### config.mk
export PLATFORM = sky130hd
export DESIGN_NAME = serial_instruction_burst_ram_port
export DESIGN_NICKNAME = d
export VERILOG_FILES = /design/src/design/sib_pkg.sv /design/src/design/serial_instruction_burst_ram_port.sv
export SDC_FILE = /design/constraint.sdc
export NUM_CORES = 1
export LEC_CHECK = 0
export BUFFER_PORTS_ARGS = -buffer_cell sky130_fd_sc_hd__buf_2
export CAP_MARGIN = 20
export CORE_MARGIN = 1
export CORE_UTILIZATION = 60
export CTS_CLUSTER_DIAMETER = 80
export DETAILED_ROUTE_END_ITERATION = 16
export PLACE_DENSITY = 0.77
export SYNTH_ARGS = -nofsm -noshare
export SYNTH_HDL_FRONTEND = slang
export SYNTH_HIERARCHICAL = 1
export SYNTH_SLANG_ARGS = --single-unit
### constraint.sdc
create_clock -name REF_CLK -period 14.3 [get_ports REF_CLK]
set_clock_uncertainty 0.2 [all_clocks]
set_input_delay 1.43 -clock REF_CLK [delete_from_list [all_inputs] [get_ports REF_CLK]]
set_output_delay 1.43 -clock REF_CLK [all_outputs]
set_load 0.05 [all_outputs]
### src/design/sib_pkg.sv
// Shared constants and types for the serial instruction and burst RAM port.
// Assumes a single reference clock domain; serial pins arrive unsynchronised.
package sib_pkg;
  // ==========================================================
  // Geometry
  localparam int NCH       = 8;
  localparam int DATA_BPW  = 2;
  localparam int CAL_BPW   = 3;
  localparam int FIFO_W    = 8;
  localparam int FIFO_D    = 32;
  // ==========================================================
  // Instruction target codes
  localparam logic [1:0] TGT_CR   = 2'h0;
  localparam logic [1:0] TGT_CCR1 = 2'h1;
  localparam logic [1:0] TGT_CCR2 = 2'h2;
  localparam logic [1:0] TGT_RAM  = 2'h3;
  localparam logic [1:0] RAM_RES  = 2'h0;
  localparam logic [1:0] RAM_OFS  = 2'h1;
  localparam logic [1:0] RAM_PFS  = 2'h2;
  localparam logic [1:0] RAM_NFS  = 2'h3;
  // ==========================================================
  // Control and channel config register fields and reset values
  localparam int CR_BITORD   = 1;
  localparam int CR_NCH_LSB  = 5;
  localparam int CCR_PHYS_W  = 3;
  localparam logic [15:0] CR_RST   = 16'h0000;
  localparam logic [31:0] CCR1_RST = 32'h0302_0100;
  localparam logic [31:0] CCR2_RST = 32'h0706_0504;
  // ==========================================================
  // Types
  typedef enum logic [1:0] {PH_IDLE, PH_INSTR, PH_XFER} ph_t;
  typedef struct packed {
    logic       wr;
    logic [1:0] nb;
    logic       rb;
    logic [1:0] tsel;
    logic [1:0] sub;
  } instr_t;
  typedef struct packed {
    logic [2:0] word;
    logic [1:0] byt;
  } pos_t;
endpackage : sib_pkg

### src/design/serial_instruction_burst_ram_port.sv
// Serial host port: instruction decode, register access and RAM bursts.
// Assumes the host clocks the port (select pin low) and frames with SEL_N.
`timescale 1ns/100ps
`default_nettype none

// ==========================================================
// Read data FIFO
module byte_fifo #(
  parameter int W = 8,
  parameter int D = 32
) (
  input  wire logic         clk,
  input  wire logic         rst,
  input  wire logic         ce,
  input  wire logic         flush,
  input  wire logic         in_valid,
  output logic              in_ready,
  input  wire logic [W-1:0] in_data,
  output logic              out_valid,
  input  wire logic         out_ready,
  output logic [W-1:0]      out_data
);
  localparam int AW = $clog2(D);
  logic [W-1:0]  mem [D];
  logic [AW-1:0] wp_q, wp_d, rp_q, rp_d;
  logic [AW:0]   n_q, n_d;
  logic          wr, rd;

  assign in_ready  = (n_q != (AW+1)'(D));
  assign out_valid = (n_q != '0);
  assign out_data  = mem[rp_q];

  always_comb begin
    wr   = in_valid && in_ready;
    rd   = out_valid && out_ready;
    wp_d = wp_q;
    rp_d = rp_q;
    n_d  = n_q;
    if (flush) begin
      wp_d = '0;
      rp_d = '0;
      n_d  = '0;
    end else begin
      if (wr) wp_d = (wp_q == AW'(D-1)) ? '0 : AW'(wp_q + 1'b1);
      if (rd) rp_d = (rp_q == AW'(D-1)) ? '0 : AW'(rp_q + 1'b1);
      if (wr && !rd) n_d = (AW+1)'(n_q + 1'b1);
      else if (rd && !wr) n_d = (AW+1)'(n_q - 1'b1);
    end
  end

  always_ff @(posedge clk) begin
    if (rst) begin
      wp_q <= '0;
      rp_q <= '0;
      n_q  <= '0;
    end else if (ce) begin
      wp_q <= wp_d;
      rp_q <= rp_d;
      n_q  <= n_d;
    end
  end

  always_ff @(posedge clk) begin
    if (ce && wr && !flush) mem[wp_q] <= in_data;
  end
endmodule : byte_fifo

// ==========================================================
// Port top
// How it works
// - Select pin low: host drives serial clock
// - Sample on rising edge, launch on falling
// - Eight-bit instruction opens every cycle
// - Bit 7 high writes, low reads
// - Bits 6:5 give one to four bytes
// - Bit 4 picks RAM byte order
// - Bits 3:2 pick register; 11 means RAM
// - Bits 1:0 give starting register byte
// - Codes 0000/0001 hit control register bytes
// - 01xx and 10xx hit channel configs
// - 1100 result RAM, 1101 offset RAM
// - 1110 and 1111 full-scale RAMs
// - Result RAM never written by host
// - RAMs only accessed as whole bursts
// - Burst follows logical channel order
// - Words equal active channels, bytes RAM width
// - Offset words three bytes, results two
// - Bit order from control register
// - Data follows instruction without another
// - Calibration access halts and resets converter
// - Restart at channel one after calibration
module serial_instruction_burst_ram_port
  import sib_pkg::*;
(
  // Clock, reset, enable
  input  wire logic        REF_CLK,
  input  wire logic        RST,
  input  wire logic        CE,
  // Serial pins
  input  wire logic        CLK_SRC_SEL,
  input  wire logic        SEL_N,
  input  wire logic        SER_CLK,
  input  wire logic        SER_IN,
  output logic             SERIAL_OUT_LINE,
  output logic             SERIAL_OUT_LINE_OE,
  // Result RAM fill from converter
  input  wire logic        RES_WE,
  input  wire logic [2:0]  RES_ADDR,
  input  wire logic [15:0] RES_DATA,
  // Sequencer control
  output logic             CONV_HALT,
  output logic             MOD_RESET,
  output logic             END_OF_SCAN_IRQ_CLEAR,
  output logic             CONV_RESTART,
  // Configuration view
  output logic [15:0]      CHIP_CONTROL_REGISTER,
  output logic [63:0]      CHANNEL_CONFIG_REGISTERS
);
  // ==========================================================
  // Synchronisers
  logic clk_m_q, clk_s_q, clk_p_q, sdi_m_q, sdi_s_q;
  logic sel_m_q, sel_s_q, src_m_q, src_s_q;
  logic rise, fall;

  always_ff @(posedge REF_CLK) begin
    if (RST) begin
      {clk_m_q, clk_s_q, clk_p_q} <= 3'h0;
      {sdi_m_q, sdi_s_q}          <= 2'h0;
      {sel_m_q, sel_s_q}          <= 2'h3;
      {src_m_q, src_s_q}          <= 2'h0;
    end else if (CE) begin
      clk_m_q <= SER_CLK;
      clk_s_q <= clk_m_q;
      clk_p_q <= clk_s_q;
      sdi_m_q <= SER_IN;
      sdi_s_q <= sdi_m_q;
      sel_m_q <= SEL_N;
      sel_s_q <= sel_m_q;
      src_m_q <= CLK_SRC_SEL;
      src_s_q <= src_m_q;
    end
  end

  assign rise = clk_s_q & ~clk_p_q;
  assign fall = ~clk_s_q & clk_p_q;

  // ==========================================================
  // Helpers
  function automatic logic [7:0] shin_f(logic [7:0] s, logic b, logic m);
    return m ? {s[6:0], b} : {b, s[7:1]};
  endfunction : shin_f

  function automatic logic [7:0] shout_f(logic [7:0] s, logic m);
    return m ? {s[6:0], 1'b0} : {1'b0, s[7:1]};
  endfunction : shout_f

  function automatic logic obit_f(logic [7:0] s, logic m);
    return m ? s[7] : s[0];
  endfunction : obit_f

  function automatic logic [7:0] byte_f(logic [31:0] w, logic [1:0] i);
    return w[8*i +: 8];
  endfunction : byte_f

  function automatic logic [1:0] bpw_f(instr_t i);
    return (i.sub == RAM_RES) ? 2'(DATA_BPW) : 2'(CAL_BPW);
  endfunction : bpw_f

  // ==========================================================
  // Storage
  logic [15:0] res_mem [NCH];
  logic [23:0] cal_mem [3][NCH];
  ph_t         ph_q, ph_d;
  instr_t      ir_q, ir_d, ir_new;
  pos_t        pos_q, pos_d, pos_nx;
  logic [2:0]  cnt_q, cnt_d;
  logic [7:0]  sh_q, sh_d, osr_q, osr_d, rx, rd_byte, v;
  logic [5:0]  ser_q, ser_d, prod_q, prod_d;
  logic [15:0] cr_q, cr_d;
  logic [31:0] ccr1_q, ccr1_d, ccr2_q, ccr2_d, ram_word;
  logic        sdo_q, sdo_d, oe_q, oe_d, halt_q, halt_d;
  logic        modrst_q, modrst_d, eos_q, eos_d, rst_q, rst_d;
  logic        msbf, is_ram, push, pop, flush, cal_we, f_rdy, f_vld;
  logic [1:0]  bpw, bidx, cal_idx;
  logic [3:0]  nch;
  logic [2:0]  phys;
  logic [7:0]  f_data;

  // ==========================================================
  // Addressing
  always_comb begin
    msbf    = cr_q[CR_BITORD];
    nch     = {1'b0, cr_q[CR_NCH_LSB +: 3]} + 4'h1;
    is_ram  = (ir_q.tsel == TGT_RAM);
    bpw     = bpw_f(ir_q);
    bidx    = (is_ram && ir_q.rb) ? 2'(bpw - 2'h1 - pos_q.byt)
                                  : pos_q.byt;
    phys    = CHANNEL_CONFIG_REGISTERS[{pos_q.word, 3'h0} +: CCR_PHYS_W];
    cal_idx = 2'(ir_q.sub - 2'h1);
    pos_nx  = pos_q;
    if (is_ram) begin
      if (pos_q.byt == 2'(bpw - 2'h1)) begin
        pos_nx.word = 3'(pos_q.word + 3'h1);
        pos_nx.byt  = 2'h0;
      end else begin
        pos_nx.byt = 2'(pos_q.byt + 2'h1);
      end
    end else if (ir_q.tsel == TGT_CR) begin
      pos_nx.byt = {1'b0, ~pos_q.byt[0]};
    end else begin
      pos_nx.byt = 2'(pos_q.byt + 2'h1);
    end
    if (ir_q.sub == RAM_RES) ram_word = {16'h0000, res_mem[phys]};
    else ram_word = {8'h00, cal_mem[cal_idx][phys]};
    if (ir_q.tsel == TGT_CR) rd_byte = byte_f({16'h0000, cr_q}, bidx);
    else if (ir_q.tsel == TGT_CCR1) rd_byte = byte_f(ccr1_q, bidx);
    else if (ir_q.tsel == TGT_CCR2) rd_byte = byte_f(ccr2_q, bidx);
    else rd_byte = byte_f(ram_word, bidx);
  end

  // ==========================================================
  // Protocol engine
  always_comb begin
    ph_d = ph_q;  cnt_d = cnt_q;  sh_d = sh_q;  osr_d = osr_q;
    sdo_d = sdo_q;  ir_d = ir_q;  pos_d = pos_q;
    ser_d = ser_q;  prod_d = prod_q;
    cr_d = cr_q;  ccr1_d = ccr1_q;  ccr2_d = ccr2_q;
    halt_d = halt_q;  modrst_d = 1'b0;  eos_d = 1'b0;  rst_d = 1'b0;
    push = 1'b0;  pop = 1'b0;  flush = 1'b0;  cal_we = 1'b0;  v = 8'h00;
    rx     = shin_f(sh_q, sdi_s_q, msbf);
    ir_new = instr_t'(rx);
    if (sel_s_q || src_s_q) begin
      ph_d  = PH_IDLE;
      cnt_d = 3'h0;
      sdo_d = 1'b0;
      flush = 1'b1;
      if (halt_q) begin
        halt_d = 1'b0;
        rst_d  = 1'b1;
      end
    end else begin
      case (ph_q)
        PH_IDLE: ph_d = PH_INSTR;
        PH_INSTR: begin
          if (rise) begin
            sh_d  = rx;
            cnt_d = 3'(cnt_q + 3'h1);
            if (cnt_q == 3'h7) begin
              ir_d  = ir_new;
              ph_d  = PH_XFER;
              pos_d.word = 3'h0;
              pos_d.byt  = (ir_new.tsel == TGT_RAM) ? 2'h0
                                                    : ir_new.sub;
              if (ir_new.tsel == TGT_RAM)
                ser_d = 6'(nch * bpw_f(ir_new));
              else
                ser_d = 6'(ir_new.nb) + 6'h01;
              prod_d = ir_new.wr ? 6'h00 : ser_d;
              if (ir_new.tsel == TGT_RAM && ir_new.sub != RAM_RES) begin
                halt_d   = 1'b1;
                modrst_d = 1'b1;
                eos_d    = 1'b1;
              end
            end
          end
        end
        PH_XFER: begin
          if (rise) begin
            sh_d  = rx;
            cnt_d = 3'(cnt_q + 3'h1);
            if (cnt_q == 3'h7) begin
              if (ir_q.wr) begin
                pos_d = pos_nx;
                if (ir_q.tsel == TGT_CR)
                  cr_d[8*bidx[0] +: 8] = rx;
                else if (ir_q.tsel == TGT_CCR1)
                  ccr1_d[8*bidx +: 8] = rx;
                else if (ir_q.tsel == TGT_CCR2)
                  ccr2_d[8*bidx +: 8] = rx;
                else if (ir_q.sub != RAM_RES)
                  cal_we = 1'b1;
              end
              ser_d = 6'(ser_q - 6'h01);
              if (ser_q == 6'h01) begin
                ph_d  = PH_INSTR;
                flush = 1'b1;
                if (halt_q) begin
                  halt_d = 1'b0;
                  rst_d  = 1'b1;
                end
              end
            end
          end
          if (!ir_q.wr && prod_q != 6'h00 && f_rdy) begin
            push   = 1'b1;
            pos_d  = pos_nx;
            prod_d = 6'(prod_q - 6'h01);
          end
          if (fall && !ir_q.wr) begin
            if (cnt_q == 3'h0) begin
              pop   = f_vld;
              v     = f_vld ? f_data : 8'h00;
              sdo_d = obit_f(v, msbf);
              osr_d = shout_f(v, msbf);
            end else begin
              sdo_d = obit_f(osr_q, msbf);
              osr_d = shout_f(osr_q, msbf);
            end
          end
        end
        default: ph_d = PH_IDLE;
      endcase
    end
    oe_d = (ph_d == PH_XFER) && !ir_d.wr;
  end

  always_ff @(posedge REF_CLK) begin
    if (RST) begin
      ph_q <= PH_IDLE;  cnt_q <= 3'h0;  sh_q <= 8'h00;  osr_q <= 8'h00;
      sdo_q <= 1'b0;  oe_q <= 1'b0;  ir_q <= '0;  pos_q <= '0;
      ser_q <= 6'h00;  prod_q <= 6'h00;
      cr_q <= CR_RST;  ccr1_q <= CCR1_RST;  ccr2_q <= CCR2_RST;
      halt_q <= 1'b0;  modrst_q <= 1'b0;  eos_q <= 1'b0;  rst_q <= 1'b0;
    end else if (CE) begin
      ph_q <= ph_d;  cnt_q <= cnt_d;  sh_q <= sh_d;  osr_q <= osr_d;
      sdo_q <= sdo_d;  oe_q <= oe_d;  ir_q <= ir_d;  pos_q <= pos_d;
      ser_q <= ser_d;  prod_q <= prod_d;
      cr_q <= cr_d;  ccr1_q <= ccr1_d;  ccr2_q <= ccr2_d;
      halt_q <= halt_d;  modrst_q <= modrst_d;  eos_q <= eos_d;
      rst_q <= rst_d;
    end
  end

  // ==========================================================
  // RAM arrays
  always_ff @(posedge REF_CLK) begin
    if (CE && RES_WE) res_mem[RES_ADDR] <= RES_DATA;
    if (CE && cal_we) cal_mem[cal_idx][phys][8*bidx +: 8] <= rx;
  end

  byte_fifo #(.W(FIFO_W), .D(FIFO_D)) u_fifo (
    .clk       (REF_CLK),
    .rst       (RST),
    .ce        (CE),
    .flush     (flush),
    .in_valid  (push),
    .in_ready  (f_rdy),
    .in_data   (rd_byte),
    .out_valid (f_vld),
    .out_ready (pop),
    .out_data  (f_data)
  );

  // ==========================================================
  // Outputs
  assign SERIAL_OUT_LINE          = sdo_q;
  assign SERIAL_OUT_LINE_OE       = oe_q;
  assign CONV_HALT                = halt_q;
  assign MOD_RESET                = modrst_q;
  assign END_OF_SCAN_IRQ_CLEAR    = eos_q;
  assign CONV_RESTART             = rst_q;
  assign CHIP_CONTROL_REGISTER    = cr_q;
  assign CHANNEL_CONFIG_REGISTERS = {ccr2_q, ccr1_q};
endmodule : serial_instruction_burst_ram_port

`default_nettype wire

==> flow_summary.json, run 1 <==
{
  "ys_warn_count": 6,
  "crit_path_start_kind": "flop",
  "antenna_found_initial": 6,
  "ant_nets": 0,
  "die_h_um": 279,
  "cts-resized-gates": 0,
  "fin_setup_tns_ps": 0,
  "io_buffers": 112,
  "reg2reg_slack_ps": 8020,
  "floorplan.rows": 101,
  "multiInputGateArea_um2": 13300,
  "fin_nets": 3325,
  "hpwl_um": 85600,
  "finalCriticalPeriod_ps": 6280,
  "rsz0062_at_grt": "no",
  "grtUsageTotal_pct": 33.9,
  "die_area_um2": 78000,
  "peakVddDrop_mv": 0.125,
  "fmax_mhz": 159,
  "reg2reg_depth": 14,
  "total_power_mw": 6.37,
  "cts_tree": "built",
  "r2r-start": "ir_q[0]",
  "htreeDepth": 3,
  "cts-root-buf": "clkbuf_16",
  "ff_latch_area_um2": 32000,
  "overflow": 0,
  "startpoint": "ir_q[0]",
  "path_class": "flop to flop",
  "maxCapViolations": 0,
  "timing.final.crit_share_pct": 43.9,
  "drv_slew": 0,
  "final_cell_mix": "edfxtp_1, nor2_1, nand2_1, mux2i_1, a21oi_1",
  "r2r-end": "ccr1_q[11]",
  "slowest_delay_ps": 1080,
  "hold_buffers": 0,
  "syn-num-nets": 3194,
  "firstDrtPassIters": 6,
  "slew-limit-headroom_pct": 16.0,
  "io_pins": 113,
  "grt_max_degree": 94,
  "final_core_util_pct": 68.0,
  "grt_pass1_vias": 28900,
  "core_um2": 75900,
  "synth_cells": 3128,
  "tightest_slew_ps": 1260,
  "synth_edf_count": 960,
  "clkLatencyLatePin_ps": 700,
  "endpoint": "ccr1_q[11]",
  "dr.first_iter.drc_count": 4226,
  "hold_viol_final": 0,
  "ys_types": 85,
  "drive_gt1_share_pct": 18.3,
  "synthArstFlopShare_pct": 0,
  "drt-total-wl_um": 132000,
  "cp_cell_sequence": "inv_1 -> ha_4 -> inv_1 -> ha_1 -> xor2_1 -> nor2_1 -> xor2_1 -> clkinv_1 -> ha_1 -> nor2_1 -> nand2_1 -> nor2_2 -> nand3_1 -> a21oi_1",
  "wl_per_cell_um": 30.1,
  "syn_area_um2": 46100,
  "grt_pass1_wl_um": 192000,
  "avgSynthCellArea_um2": 14.7,
  "required_ps": 14700,
  "numCtsBuffers": 108,
  "nFillCells": 4967,
  "vias": 29900,
  "area_growth_pct": 11.9,
  "initial_core_util_pct": 60.7,
  "min_path_type": "flop to flop",
  "yosysSeqAreaShare_pct": 69.4,
  "worstSetupEndpointType": "flop",
  "path_max_fanout": 36,
  "power_density_nw_per_um2": 123,
  "cp.arrival_ps": 6690,
  "status": "completed",
  "gp_congestion": 1.01,
  "clk_transition_reported_paths_ps": 70,
  "cp_slowest_cell": "nor2_2",
  "via_per_inst": 6.82,
  "cts.repair_timing.setup_buffer_count": 0,
  "clk_path_buf_depth": 3,
  "ys_ff_latch": 1119,
  "final_common_cell": "edfxtp_1",
  "synthFlopType": "edfxtp_1",
  "setup_viol": 0,
  "power.leakage_nw": 18.2,
  "clkSinkCount": 1119,
  "drc": 0,
  "dieWidth_um": 279
}
==> registers in the layout, summed over array words and instances, names as in the netlist, 8 cells and up, named ones only <==
register,cells
u_fifo/mem,256
sh_q,8
ccr1_q,32
osr_q,8
cal_mem,576
res_mem,128
CHIP_CONTROL_REGISTER,16
ccr2_q,32
==> layout make-up <==
| class | instances | area share [%] |
|---|---|---|
| clock inverters | 59 | 1.01 |
| clock buffers | 144 | 5.72 |
| inverters | 37 | 0.269 |
| multi-input cells | 1773 | 25.7 |
| well taps | 1030 | 2.50 |
| repair buffers | 220 | 2.78 |
| diodes | 3 | 0.0145 |
| flip-flops and latches | 1119 | 62.0 |
==> cells in the mapped netlist (23+ instances only) <==
cell      instances  area share [%]
a21oi_1         157             1.7
inv_1            34            0.28
mux4_2          111             5.4
nor2_1          346             2.8
mux2_2           73             1.8
nand2_1         181             1.5
a211oi_1         59            0.96
o21ai_0          81            0.88
edfxtp_1        960              62
clkbuf_1        115            0.94
dfxtp_1         159             6.9
nand3_1          68            0.74
o22ai_1          39            0.53
buf_2            45            0.49
mux2i_1         165             3.6
a221oi_1         47            0.89
nor3_1           81            0.88
a22oi_1          45            0.73
buf_1            23            0.19
ha_1             37             1.0
==> critical path, delay by kind of cell, from the launching register on <==
kind                     cells  cell delay (ps)
XOR/XNOR                     2              910
AND/OR/NAND/NOR              5             2100
buffers and inverters        3             1090
adder cells (fa/ha/maj)      3              930
AO/OA/AOI/OAI                1              170
flip-flops                   1              760
==> through the flow <==
stage | setup slack, ps | hold slack, ps | instance area [um^2] | cells
after floorplan | 8860 | 231 | 46100 | 3128
after global placement | 8280 | 252 | 47900 | 4158
after detailed placement | 8030 | 261 | 48000 | 4163
after CTS | 7930 | 274 | 51500 | 4366
after global routing | 7660 | 293 | 51600 | 4385
final | 8020 | 281 | 51600 | 4385
==> routing by layer <==
layer / wire [um] / share of wire [%] / vias up / global-route usage, %
li1: - / - / 12500 / -
met1: 47100 / 36 / 14800 / 44.3
met2: 62200 / 47 / 2141 / 53.5
met3: 14800 / 11 / 453 / 7.46
met4: 7980 / 6.0 / 6 / 18.1
met5: 44 / 0.033 / - / 0
==> cell families after synthesis <==
kind of cell,count (synthesis),share of synthesized area (%)
multiplexers,353,10.9
AND/OR/NAND/NOR,772,7.35
XOR/XNOR,11,0.209
AO/OA/AOI/OAI,598,8.83
flip-flops,1119,69.4
adder cells (fa/ha/maj),39,1.09
buffers and inverters,236,2.21
==> worst min path at each step <==
stage / startpoint / to / slack [ps] / cells after the start
3_3_place_gp: osr_q[7] / osr_q[7] / 250 / 2
5_1_grt: sel_m_q / sel_s_q / 290 / 1
2_1_floorplan: sel_m_q / sel_s_q / 230 / 1
3_5_place_dp: sel_m_q / sel_s_q / 260 / 1
4_1_cts: CONV_RESTART / CONV_RESTART / 270 / 2
6_report: CONV_RESTART / CONV_RESTART / 280 / 2
==> report_power, final <==
part           switching, mW  internal [mW]  total, mW
sequential           0.00526           3.51       3.51
combinational         0.0350         0.0168     0.0517
clock                   1.23           1.58       2.81
total                   1.27           5.10       6.37
Power figures use the tool's default switching activity.
==> run 2, diff against run 1 <==
==> constraint.sdc (replaced) <==
create_clock -name REF_CLK -period 5.85 [get_ports REF_CLK]
set_clock_uncertainty 0.2 [all_clocks]
set_input_delay 0.585 -clock REF_CLK [delete_from_list [all_inputs] [get_ports REF_CLK]]
set_output_delay 0.585 -clock REF_CLK [all_outputs]
set_load 0.05 [all_outputs]
==> flow_summary.json, run 2 (synthesis gave the netlist of run 1 again) <==
{
  "htreeDepth": 3,
  "whs_ps": 19.5,
  "grtUsageTotal_pct": 35.0,
  "grt_busiest_layer": "met2",
  "power_density_nw_per_um2": 304,
  "final_core_util_pct": 68.6,
  "cp_slowest_cell": "o31ai_4",
  "peakVddDrop_mv": 0.311,
  "overflow": 0,
  "gp_congestion": 1.06,
  "largest_register_ffs": 576,
  "worst_slack_ps": 780,
  "clk_path_buf_depth": 3,
  "cp_cell_sequence": "mux4_2 -> mux2_4 -> nor3_2 -> buf_4 -> a22oi_1 -> and3_1 -> a31oi_1 -> a2111oi_0 -> o31ai_4 -> buf_8",
  "area_growth_pct": 12.9,
  "wl_per_cell_um": 30.8,
  "drive_gt1_share_pct": 19.1,
  "floorplan.rows": 101,
  "maxCapViolations": 0,
  "slew-limit-headroom_pct": 12.3,
  "post-place-cells": 4205,
  "hpwl_um": 91000,
  "reg_top3": "cal_mem x576, u_fifo/mem x256, res_mem x128",
  "drv_slew": 0,
  "power.leakage_nw": 18.5,
  "io_buffers": 112,
  "cts_tree": "built",
  "die_area_um2": 78000,
  "cp.arrival_ps": 5390,
  "top_register": "cal_mem",
  "cts-resized-gates": 0,
  "dieWidth_um": 279,
  "numCtsBuffers": 109,
  "min_path_type": "input pin to flop",
  "hold_buffers": 11,
  "grt_use_met2_pct": 57.0,
  "status": "completed",
  "io_pins": 113,
  "fin_setup_tns_ps": 0,
  "timing.final.crit_share_pct": 86.7,
  "vias": 30100,
  "cts-root-buf": "clkbuf_16",
  "gr-usage-met3_pct": 6.22,
  "path_max_fanout": 38,
  "via_per_inst": 6.81,
  "ant_nets": 0,
  "use_met1_pct": 46.3,
  "total_power_mw": 15.9,
  "crit_path_start_kind": "flop",
  "grt_pass1_wl_um": 198000,
  "grt_max_degree": 142,
  "required_ps": 6170,
  "fmax_mhz": 197,
  "clkSinkCount": 1119,
  "final_cell_area_um2": 52100,
  "cts.repair_timing.setup_buffer_count": 0,
  "dp_slack_ps": 463,
  "core_um2": 75900,
  "firstDrtPassIters": 7,
  "setup_viol": 0,
  "slowest_delay_ps": 750,
  "initial_core_util_pct": 60.7,
  "drc": 0,
  "clk_transition_reported_paths_ps": 60,
  "clkLatencyLatePin_ps": 680,
  "die_h_um": 279,
  "drt-total-wl_um": 137000,
  "instances_no_fill": 4427,
  "placed_area_um2": 48300,
  "rsz0062_at_grt": "no",
  "tightest_slew_ps": 1320,
  "hold_viol_final": 0,
  "path_class": "flop to flop",
  "final_cell_mix": "edfxtp_1, nor2_1, nand2_1, mux2i_1, a21oi_1",
  "fin_nets": 3369,
  "final_common_cell": "edfxtp_1",
  "reg2reg_slack_ps": 780,
  "antenna_found_initial": 5,
  "dr.first_iter.drc_count": 4139,
  "worstSetupEndpointType": "flop",
  "finalCriticalPeriod_ps": 5070,
  "grt_pass1_vias": 29300
}
-- run 2: cell types whose count changed in the layout (fill, tap and decap cells not counted), sizes merged --
cell | previous run | this run
buf | 220 | 252
dlygate4sd3 | 0 | 11
bufinv | 7 | 13
clkbuf | 144 | 140
clkinv | 42 | 41
clkinvlp | 8 | 7
inv | 39 | 38
-- run 2: final timing paths --
kind / startpoint / endpoint / depth (start not counted)
max: pos_q[2] / u_fifo/mem[21][1] / 10
min: RES_DATA[7] / res_mem[7][7] / 1
max reg2reg: pos_q[2] / u_fifo/mem[21][1] / 10
min reg2reg: sel_m_q / sel_s_q / 1
-- run 2: per-layer routing --
layer,vias up,wire (um)
li1,12600,-
met1,15000,49300
met2,2128,65700
met3,421,14400
met4,0,7060
met5,-,0
-- run 2: power by group --
| group | switching (mW) | internal, mW |
|---|---|---|
| clock | 2.99 | 4.15 |
| sequential | 0.0194 | 8.57 |
| combinational | 0.0838 | 0.0460 |
| total | 3.10 | 12.8 |
-- run 2: cell type report --
cell class,instances,area (um^2)
clock buffers,140,2970
inverters,37,139
clock inverters,62,659
well taps,1030,1290
flip-flops and latches,1119,32000
multi-input cells,1773,13300
repair buffers,263,1760
fillers,5037,23900
diodes,3,7.51
-- run 2: worst max-delay path: cells and delay by family (launching register included) --
| kind | cells | cell delay, ps |
|---|---|---|
| DFF | 1 | 640 |
| buffers and inverters | 2 | 590 |
| muxes | 2 | 1170 |
| and+or+nand+nor | 2 | 920 |
| AOI/OAI and AO/OA | 4 | 1350 |
